`src/shared/xpt_pkg.sv`:
```
package xpt_pkg;

    // matrix size
    localparam int N_OUT = 16;
    localparam int N_IN = 32;
    localparam int SEL_W = 5;
    localparam int OADDR_W = 4;

    // serial-mode frame: one six-bit slot per output, bit 0 first in
    localparam int SLOT_W = 6;
    localparam int FRAME_BITS = 96;

    // addressed-mode word: bit 0 first in
    localparam int WORD_BITS = 10;
    localparam int WORD_OADDR_LSB = 0;
    localparam int WORD_SEL_LSB = 4;
    localparam int WORD_OFF_BIT = 9;

    // route values forced by the level pins
    localparam logic [SEL_W-1:0] SEL_INPUT0 = 5'h00;
    localparam logic OFF_HIZ = 1'h1;
    localparam logic OFF_ON = 1'h0;

    // one output's setting; packed so a frame slot maps onto it directly
    typedef struct packed {
        logic off;
        logic [SEL_W-1:0] sel;
    } route_type;

    typedef route_type [N_OUT-1:0] route_bank_type;

    // pins of the serial control bus plus the level pins
    typedef struct packed {
        logic cs_n;
        logic sclk;
        logic sdin;
        logic cfg;
        logic mode;
        logic rst;
        logic all_on_input0;
    } pin_type;

    // receive sequencer
    typedef enum logic [3:0] {
        ST_IDLE = 4'h1,
        ST_ARM = 4'h2,
        ST_SHIFT = 4'h4,
        ST_CLOSE = 4'h8
    } link_state_type;

endpackage

```
`src/rtl/pin_sync.sv`:
```
`timescale 1ns/1ps

// two-stage synchroniser for a group of asynchronous pins
module pin_sync #(
    parameter int WIDTH = 1
) (
    input wire logic i_sys_clk,
    input wire logic i_rst_n,
    input wire logic [WIDTH-1:0] i_async,
    output logic [WIDTH-1:0] o_sync
);

    // all sync state in one word: stage 1 low half, stage 2 high half
    typedef struct packed {
        logic [WIDTH-1:0] stage2;
        logic [WIDTH-1:0] stage1;
    } sync_state_type;

    sync_state_type state_q; // registered stages
    sync_state_type state_d; // next stages

    initial begin
        if (WIDTH < 1) begin
            $error("pin_sync: WIDTH must be at least 1");
        end
    end

    // stage 1 feeds only stage 2
    always_comb begin
        state_d.stage1 = i_async;
        state_d.stage2 = state_q.stage1;
    end

    // reset to all zero; pins settle within two edges after release
    always_ff @(posedge i_sys_clk or negedge i_rst_n) begin
        if (!i_rst_n) begin
            state_q <= '0;
        end else begin
            state_q <= state_d;
        end
    end

    assign o_sync = state_q.stage2;

endmodule

```
`src/rtl/xpt_serial_prog.sv`:
```
`timescale 1ns/1ps

// Summary of operation
// active bank drives matrix, not software-visible
// shadow bank shifts, loaded only serially
// chip select high ignores clock and data
// arm on first rise, capture next fall
// controller lowers select before first rise
// every data bit sampled on falling edge
// select high then one rise commits
// configure pulse copies shadow into active
// configure and mode ignore chip select
// no new data: configure changes nothing
// mode high addressed, low serial frame
// serial frame is 96 bits, 16 outputs
// six-bit slots: address lsb first, off
// low select keeps shifting, old bits out
// controller moves select only clock low
// controller holds configure low during shift
// configure may be tied to select
// word: out addr, in addr, off bit
// reset level: input 0, all off
// broadcast level: all on, input 0
// data out is far end of shadow
// addressed configure updates named output only
module xpt_serial_prog
    import xpt_pkg::*;
#(
    parameter int OUTPUTS = xpt_pkg::N_OUT,
    parameter int FRAME = xpt_pkg::FRAME_BITS
) (
    input wire logic i_sys_clk,
    input wire logic i_rst_n,
    input wire logic i_cs_n,
    input wire logic i_sclk,
    input wire logic i_sdin,
    input wire logic i_cfg,
    input wire logic i_mode,
    input wire logic i_rst_pin,
    input wire logic i_all_on_input0,
    output logic o_sdout,
    output xpt_pkg::route_bank_type o_route,
    output logic o_pending
);
    import xpt_pkg::*;

    // logic serves exactly the documented matrix and frame
    initial begin
        if (OUTPUTS != N_OUT || FRAME != OUTPUTS * SLOT_W) begin
            $error("xpt_serial_prog: unsupported OUTPUTS/FRAME");
        end
        if (FRAME < WORD_BITS) begin
            $error("xpt_serial_prog: frame shorter than a word");
        end
    end

    // whole state of the block
    typedef struct packed {
        link_state_type fsm;       // receive sequencer
        logic sclk_prev;           // last synced serial clock
        logic cfg_prev;            // last synced configure
        logic got_bits;            // bits taken in this transfer
        logic pending;             // committed data not yet applied
        logic [FRAME-1:0] shadow;  // shadow shift bank
        route_bank_type active;    // active bank to the matrix
        logic sdout;               // data out flop
    } core_state_type;

    core_state_type state_q; // registered state
    core_state_type state_d; // next state

    pin_type pins_raw;  // pins as they arrive
    pin_type pins;      // pins after two flops

    // all pins are asynchronous to the system clock
    always_comb begin
        pins_raw.cs_n = i_cs_n;
        pins_raw.sclk = i_sclk;
        pins_raw.sdin = i_sdin;
        pins_raw.cfg = i_cfg;
        pins_raw.mode = i_mode;
        pins_raw.rst = i_rst_pin;
        pins_raw.all_on_input0 = i_all_on_input0;
    end

    // one synchroniser for the whole pin group
    pin_sync #(
        .WIDTH($bits(pin_type))
    ) u_pin_sync (
        .i_sys_clk(i_sys_clk),
        .i_rst_n(i_rst_n),
        .i_async(pins_raw),
        .o_sync(pins)
    );

    logic sclk_rise;  // rising serial clock seen this cycle
    logic sclk_fall;  // falling serial clock seen this cycle
    logic cfg_rise;   // configure pulse start
    logic [WORD_BITS-1:0] word;       // last addressed word received
    logic [OADDR_W-1:0] word_oaddr;   // output named in that word
    route_type word_route;            // setting carried by that word

    // edges judged on synced levels only, never on stage 1
    always_comb begin
        sclk_rise = pins.sclk && !state_q.sclk_prev;
        sclk_fall = !pins.sclk && state_q.sclk_prev;
        cfg_rise = pins.cfg && !state_q.cfg_prev;
    end

    // last word sits at the far-in end: bit 0 is the oldest of ten
    always_comb begin
        word = state_q.shadow[FRAME-1 -: WORD_BITS];
        word_oaddr = word[WORD_OADDR_LSB +: OADDR_W];
        // addressed word fields
        word_route.sel = word[WORD_SEL_LSB +: SEL_W];
        word_route.off = word[WORD_OFF_BIT];
    end

    // next-state logic for the whole block
    always_comb begin
        state_d = state_q;
        state_d.sclk_prev = pins.sclk;
        state_d.cfg_prev = pins.cfg;

        // receive sequencer
        unique case (state_q.fsm)
            ST_IDLE: begin
                // select high ignores bus
                if (!pins.cs_n) begin
                    state_d.fsm = ST_ARM;
                    state_d.got_bits = 1'b0;
                end
            end
            ST_ARM: begin
                // arm on first rise
                if (pins.cs_n) begin
                    state_d.fsm = ST_IDLE;
                end else if (sclk_rise) begin
                    state_d.fsm = ST_SHIFT;
                end
            end
            ST_SHIFT: begin
                if (pins.cs_n) begin
                    // bits stay in shadow until a closing rise
                    state_d.fsm = ST_CLOSE;
                end else if (sclk_fall) begin
                    // sample on falling edge
                    // shift old contents out
                    // shadow loads serially only
                    state_d.shadow = {pins.sdin, state_q.shadow[FRAME-1:1]};
                    // far end to data out
                    state_d.sdout = state_q.shadow[0];
                    state_d.got_bits = 1'b1;
                end
            end
            ST_CLOSE: begin
                // closing rise commits data
                if (sclk_rise) begin
                    state_d.fsm = ST_IDLE;
                    if (state_q.got_bits) begin
                        state_d.pending = 1'b1;
                    end
                end else if (!pins.cs_n) begin
                    // no closing rise seen: transfer is left uncommitted
                    state_d.fsm = ST_ARM;
                    state_d.got_bits = 1'b0;
                end
            end
            default: begin
                // illegal code: recover to idle
                state_d.fsm = ST_IDLE;
            end
        endcase

        // configure regardless of select
        // nothing new, nothing changes
        if (cfg_rise && state_q.pending) begin
            // a commit in this same cycle keeps pending set
            state_d.pending = (state_q.fsm == ST_CLOSE) && sclk_rise
                && state_q.got_bits;
            // mode picks the format
            if (pins.mode) begin
                // only the named output
                state_d.active[word_oaddr] = word_route;
            end else begin
                // copy shadow into active
                // whole frame, all outputs
                // slots map onto route_type
                state_d.active = route_bank_type'(state_q.shadow);
            end
        end

        // level pins override the configuration, reset first
        if (pins.rst) begin
            // input 0, all off
            for (int i = 0; i < OUTPUTS; i++) begin
                state_d.active[i].sel = SEL_INPUT0;
                state_d.active[i].off = OFF_HIZ;
            end
        end else if (pins.all_on_input0) begin
            // all on input 0
            for (int i = 0; i < OUTPUTS; i++) begin
                state_d.active[i].sel = SEL_INPUT0;
                state_d.active[i].off = OFF_ON;
            end
        end
    end

    // single state register; matrix comes up with all outputs off
    always_ff @(posedge i_sys_clk or negedge i_rst_n) begin
        if (!i_rst_n) begin
            state_q.fsm <= ST_IDLE;
            state_q.sclk_prev <= 1'b0;
            state_q.cfg_prev <= 1'b0;
            state_q.got_bits <= 1'b0;
            state_q.pending <= 1'b0;
            state_q.shadow <= '0;
            state_q.sdout <= 1'b0;
            for (int i = 0; i < OUTPUTS; i++) begin
                state_q.active[i].sel <= SEL_INPUT0;
                state_q.active[i].off <= OFF_HIZ;
            end
        end else begin
            state_q <= state_d;
        end
    end

    // active bank drives matrix
    assign o_route = state_q.active;
    assign o_sdout = state_q.sdout;
    assign o_pending = state_q.pending;

endmodule

```
`config.mk`:
```
export PLATFORM = sky130hd
export DESIGN_NAME = xpt_serial_prog
export DESIGN_NICKNAME = d
export VERILOG_FILES = /design/src/shared/xpt_pkg.sv /design/src/rtl/pin_sync.sv /design/src/rtl/xpt_serial_prog.sv
export SDC_FILE = /design/constraint.sdc
export NUM_CORES = 1
export LEC_CHECK = 0
export BUFFER_PORTS_ARGS = -buffer_cell sky130_fd_sc_hd__buf_4
export CAP_MARGIN = 20
export CELL_PAD_IN_SITES_DETAIL_PLACEMENT = 1
export CELL_PAD_IN_SITES_GLOBAL_PLACEMENT = 1
export CORE_MARGIN = 3
export CORE_UTILIZATION = 35
export CTS_BUF_LIST = sky130_fd_sc_hd__clkbuf_16
export CTS_CLUSTER_DIAMETER = 40
export DETAILED_ROUTE_END_ITERATION = 7
export PLACE_DENSITY = 0.59
export SYNTH_ARGS = -nofsm -noshare
export SYNTH_HDL_FRONTEND = slang
export SYNTH_HIERARCHICAL = 1
export SYNTH_SLANG_ARGS = --single-unit
```
`constraint.sdc`:
```
create_clock -name i_sys_clk -period 2.9 [get_ports i_sys_clk]
set_clock_uncertainty 0.2 [all_clocks]
set_input_delay 0.58 -clock i_sys_clk [delete_from_list [all_inputs] [get_ports i_sys_clk]]
set_output_delay 0.58 -clock i_sys_clk [all_outputs]
set_load 0.01 [all_outputs]
```
# After elaboration in Yosys (flattened, before gate mapping)
# Cells that the tools add are included.
[totals]
output_inout_bits = 98
input_bits = 9
reg_bits = 215
[classes]
n_bitwise = 1
eq_ne = 9
n_reduce_logical = 19
mux = 22
order_cmp = 2
[op_table]
columns = ["operator", "count"]
rows = [
  ["$mux W96", 4],
  ["$bwmux W96", 1],
  ["$demux W6 S4", 1],
  ["$mux W4", 5],
  ["$pmux W4 S4", 1],
  ["$mux W1", 8],
  ["$logic_and A1 B1 Y1", 7],
  ["$mux W6", 1],
  ["$ne A2 B2 Y1 const B", 3],
  ["$reduce_and A3 Y1", 2],
  ["$reduce_bool A2 Y1", 3],
  ["$reduce_bool A3 Y1", 2],
  ["$lt A4 B5 Y1 const B", 1],
  ["$eq A4 B1 Y1 const B", 1],
  ["$eq A4 B2 Y1 const B", 1],
  ["$eq A4 B3 Y1 const B", 1],
  ["$eq A4 B4 Y1 const B", 1],
  ["$ge A4 B1 Y1 const B", 1],
  ["$reduce_and A4 Y1", 1],
  ["$logic_not A1 Y1", 3],
  ["$ne A3 B2 Y1 const B", 1],
  ["$pmux W1 S3", 1],
  ["$ne A2 B1 Y1 const B", 1],
  ["$reduce_and A2 Y1", 1],
  ["$not A1 Y1", 1],
]

# Logic depth before layout (Yosys ltp)
[logic_depth]
depth_word = 9
mapped_depth = 8
depth_no_buf = 4

# Hierarchy
# Netlist, hierarchy kept.
[modules_own_cells]
columns = ["mod", "n_inst", "cells_each", "seq_area_each_um2", "area_each_um2"]
rows = [
  ["xpt_serial_prog", 1, 902, 5051.1, 9615.5],
  ["pin_sync", 1, 14, 350.3, 350.3],
]

# Least setup slack after synthesis
# OpenSTA, ideal clock, no wires.
[synth_timing]
kind = "register to register"
startpoint = "register state_q[198] in the netlist's numbering"
endpoint = "register state_q[167] in the netlist's numbering"
setup_time_ns = 0.125
period_less_slack_ns = 1.825
arrival_time_ns = 1.500
slack_ns = 1.075
path_stages_with_launch = 7
cell_sequence = "dfrtp_1 buf_2 nor4_1 nand4b_1 buf_2 buf_6 mux2_4"
[synth_via]
elab_chain_cells = 2
[synth_lines]
columns = ["element", "line", "source"]
rows = [
  ["start, declared", "xpt_serial_prog.sv:69", "core_state_type state_q;"],
  ["start signal, assigned", "xpt_serial_prog.sv:224", "state_q <= state_d;"],
  ["$eq A4 B3 Y1", "xpt_serial_prog.sv:126", "unique case (state_q.fsm)"],
  ["$reduce_and A3 Y1 (no source line)", "n/a", ""],
]
# No other way between the ends.
# A chain may end at the register's enable or synchronous reset.

# Final worst setup path
[layout_timing]
startpoint = "register u_pin_sync.state_q, in the netlist u_pin_sync/o_sync[1]"
endpoint = "register state_q, in the netlist o_route[28]"
[layout_via]
elab_chain_cells = 1
elab_cells_between_ends = 2
[layout_lines]
columns = ["element", "line", "source"]
rows = [
  ["start, declared", "pin_sync.sv:19", "sync_state_type state_q;"],
  ["start signal, assigned", "pin_sync.sv:39", "state_q <= state_d;"],
  ["$reduce_bool A3 Y1 (no source line) or $mux W96 (tied branches)", "n/a", ""],
]
# Parallel ways exist; a longest one is shown, timed or not.

==> flow_metrics.env <==
export IMPL_grt_pass1_vias=7293
export IMPL_status="finished clean"
export IMPL_drive_above_1_share_pct=26.5
export IMPL_cts_tree="built"
export IMPL_avgSynthCellArea_um2=10.9
export IMPL_drc=0
export IMPL_dr_pass1_iters=5
export IMPL_rows=61
export IMPL_wl_per_cell_um=19.4
export IMPL_fin_crit_sh_pct=79.5
export IMPL_p_leak_uw=0.00523
export IMPL_coreArea_um2=27900
export IMPL_boundaryPins=107
export IMPL_netlist_area_um2=9970
export IMPL_ys_seq_area_share_pct=54.2
export IMPL_cts_sinks=215
export IMPL_grtUsageTotal_pct=17.2
export IMPL_overflow=0
export IMPL_start_util_pct=35.7
export IMPL_clockBufferDepth=3
export IMPL_synth_top_family_by_area="compound AO/OA/AOI/OAI gates"
export IMPL_ys_types=43
export IMPL_place_area_um2=10400
export IMPL_seqPwrFrac_pct=38.4
export IMPL_cts_buffers_inserted=38
export IMPL_rsz0062_at_grt="no"
export IMPL_ant_nets=0
export IMPL_drt_iter0_markers=428
export IMPL_design_area_um2=11900
export IMPL_critPathMaxFanout=11
export IMPL_via_per_inst=5.13
export IMPL_fill_cells=3045
export IMPL_synthToLayoutAreaGrowth_pct=18.9
export IMPL_power_density_nw_per_um2=683
export IMPL_clock_fmax_mhz=434
export IMPL_grt_antenna_before_repair=0
export IMPL_hold_class="flop to flop"
export IMPL_vdd_drop_max_mv=0.339
export IMPL_yosys_register_bits=215
export IMPL_place_gp_congestion=0.734
export IMPL_switching_share_pct=22.2
export IMPL_start_kind="flop"
export IMPL_syn_nets=925
export IMPL_routed_wirelength_mm=26.1
export IMPL_synth_xor_xnor_area_share_pct=0
export IMPL_clk_pin_slew_ns=0.05
export IMPL_synth_compound_area_share_pct=21.0
export IMPL_fin_nets=945
export IMPL_synthSimpleGateAreaFrac_pct=7.92
export IMPL_max_slew_margin_pct=44.1
export IMPL_die_area_um2=30500
export IMPL_post_cts_buffers=0
export IMPL_synth_ff_type="dfrtp_1"
export IMPL_clkPwrFrac_pct=57.7
export IMPL_p_comb_share_pct=3.8
export IMPL_hpwlAfterDp_mm=17.0
export IMPL_worstSetupEndpointType="flop"
export IMPL_grt_max_degree=174
export IMPL_clk_latency_ns=0.50
export IMPL_port_buffers=106
export IMPL_synth_edf_count=0
export IMPL_setup_tns_final_ns=0
export IMPL_worst_setup_path_type="flop to flop"
export IMPL_drv_cap=0
export IMPL_min_period_ns=2.31
export IMPL_tightest_slew_ns=0.836
export IMPL_die_w_um=175
export IMPL_netlist_instances=916
export IMPL_grt_pass1_wl_mm=42.2
export IMPL_async_flop_share_pct=100
export IMPL_htree_levels=2
export IMPL_yosysWarnings=6
export IMPL_p_sw_uw=1800
export IMPL_vias=6899
export IMPL_total_power_uw=8100
export IMPL_slew_viol_final=0
export IMPL_diodes=0
export IMPL_p_int_uw=6300
export IMPL_setup_violations=0
export IMPL_dieHeight_um=175
export IMPL_finalHoldViolCount=0
export IMPL_pre_cts_slack_ns=0.595
export IMPL_synth_fa_ha_area_share_pct=0
export IMPL_layout_setup_ws_ns=0.594
export IMPL_muxShareOfSynthArea_pct=3.50
export IMPL_clockRootBuffer="clkbuf_16"
export IMPL_required_ns=3.09
export IMPL_cp_data_arrival_time_ns=2.49
logic make-up after synthesis:
group,count (synthesis)
mux,25
flops,215
compound gates,285
buf+inv,235
simple gates,156
worst max-delay path, stage by stage, from the launching register on:
cell and delay [ns]:
dfrtp_1 0.58, or2_1 0.57, buf_4 0.41, o22ai_4 0.16
a22o_1 0.27
layer usage:
metal / GRT usage (%) / wire length, µm / up-vias
met5: 0 / 0 / -
met4: 3.79 / 340 / 0
met3: 3.26 / 1140 / 31
met2: 26.3 / 12000 / 131
met1: 25.5 / 12600 / 3512
li1: - / - / 3225
synth_stat cells, drive strengths merged (5+ instances only):
library cell	count	area, µm²
dfstp	17	447
nor2	8	30.0
nand2	105	394
nor4b	5	68.8
dfrtp	198	4950
o22ai	90	732
inv	77	289
buf	133	955
a221oi	15	131
nor2b	7	46.3
and4bb	6	75.1
a22o	80	701
o21ai	91	455
clkbuf	25	93.8
nand3	6	30.0
mux2	22	319
placed cells by master, fill, tap and decap left out, types with 8 or more instances in the layout:
cell type | synthesis | routed
o21ai_0 | 11 | 11
clkbuf_16 | 0 | 41
o21ai_1 | 80 | 80
dfrtp_1 | 198 | 197
o22ai_4 | 10 | 10
nor2_1 | 8 | 8
buf_4 | 101 | 126
dfstp_2 | 17 | 17
dlygate4sd3_1 | 0 | 8
mux2_4 | 19 | 19
a221oi_1 | 15 | 15
nand2_1 | 105 | 105
inv_1 | 77 | 81
o22ai_1 | 75 | 75
a22o_1 | 80 | 80
stage by stage:
step / instances / hold slack, ns / util, %
floorplan: 916 / 0.0844 / -
global placement: 1266 / 0.133 / 37.3
detailed placement: 1266 / 0.139 / 37.3
CTS: 1344 / 0.147 / 42.4
global route: 1344 / 0.149 / 42.4
finish: 1344 / 0.148 / 42.4
layout make-up:
class	count	area (µm²)	area share [%]
clock buffer	41	1030	8.66
clock inverter	29	329	2.78
inverter	77	289	2.44
multi-input combinational	466	3230	27.3
sequential	215	5400	45.6
tap	378	473	3.99
timing repair buffer	138	1100	9.29
flip-flops by register name, indices dropped and copies added, names as in the netlist:
name                flops
u_pin_sync/o_sync       7
o_pending               1
o_sdout                 1
u_pin_sync/state_d      7
o_route                96
state_q               103
worst paths after layout:
kind | from | to | slack [ns] | cells after the start
max | u_pin_sync/o_sync[1]$_DFF_PN0_ | o_route[28]$_DFFE_PN0P_ | 0.59 | 4
min | u_pin_sync/state_d[13]$_DFF_PN0_ | u_pin_sync/o_sync[6]$_DFF_PN0_ | 0.15 | 0
max reg2reg | u_pin_sync/o_sync[1]$_DFF_PN0_ | o_route[28]$_DFFE_PN0P_ | 0.59 | 4
min reg2reg | u_pin_sync/state_d[13]$_DFF_PN0_ | u_pin_sync/o_sync[6]$_DFF_PN0_ | 0.15 | 0
max in group asynchronous | i_rst_n | o_route[77]$_DFFE_PN1P_ | 1.30 | 3
min in group asynchronous | i_rst_n | o_sdout$_DFFE_PN0P_ | 0.43 | 2
power by group through the flow:
stage	clock network [µW]	logic, µW	registers, µW
CTS	4790	320	3110
floorplan	0	202	3130
global placement	0	307	3160
detailed placement	0	310	3160
finish	4680	309	3110
global route	4940	346	3120
timing repair:
action / CTS / global route
resized for setup: 0 / 0
hold buffers: 8 / 0
setup endpoints to repair: 0 / 0
endpoints found under the hold margin: 63 / 0
No activity file was read; power rests on OpenSTA's default activity.
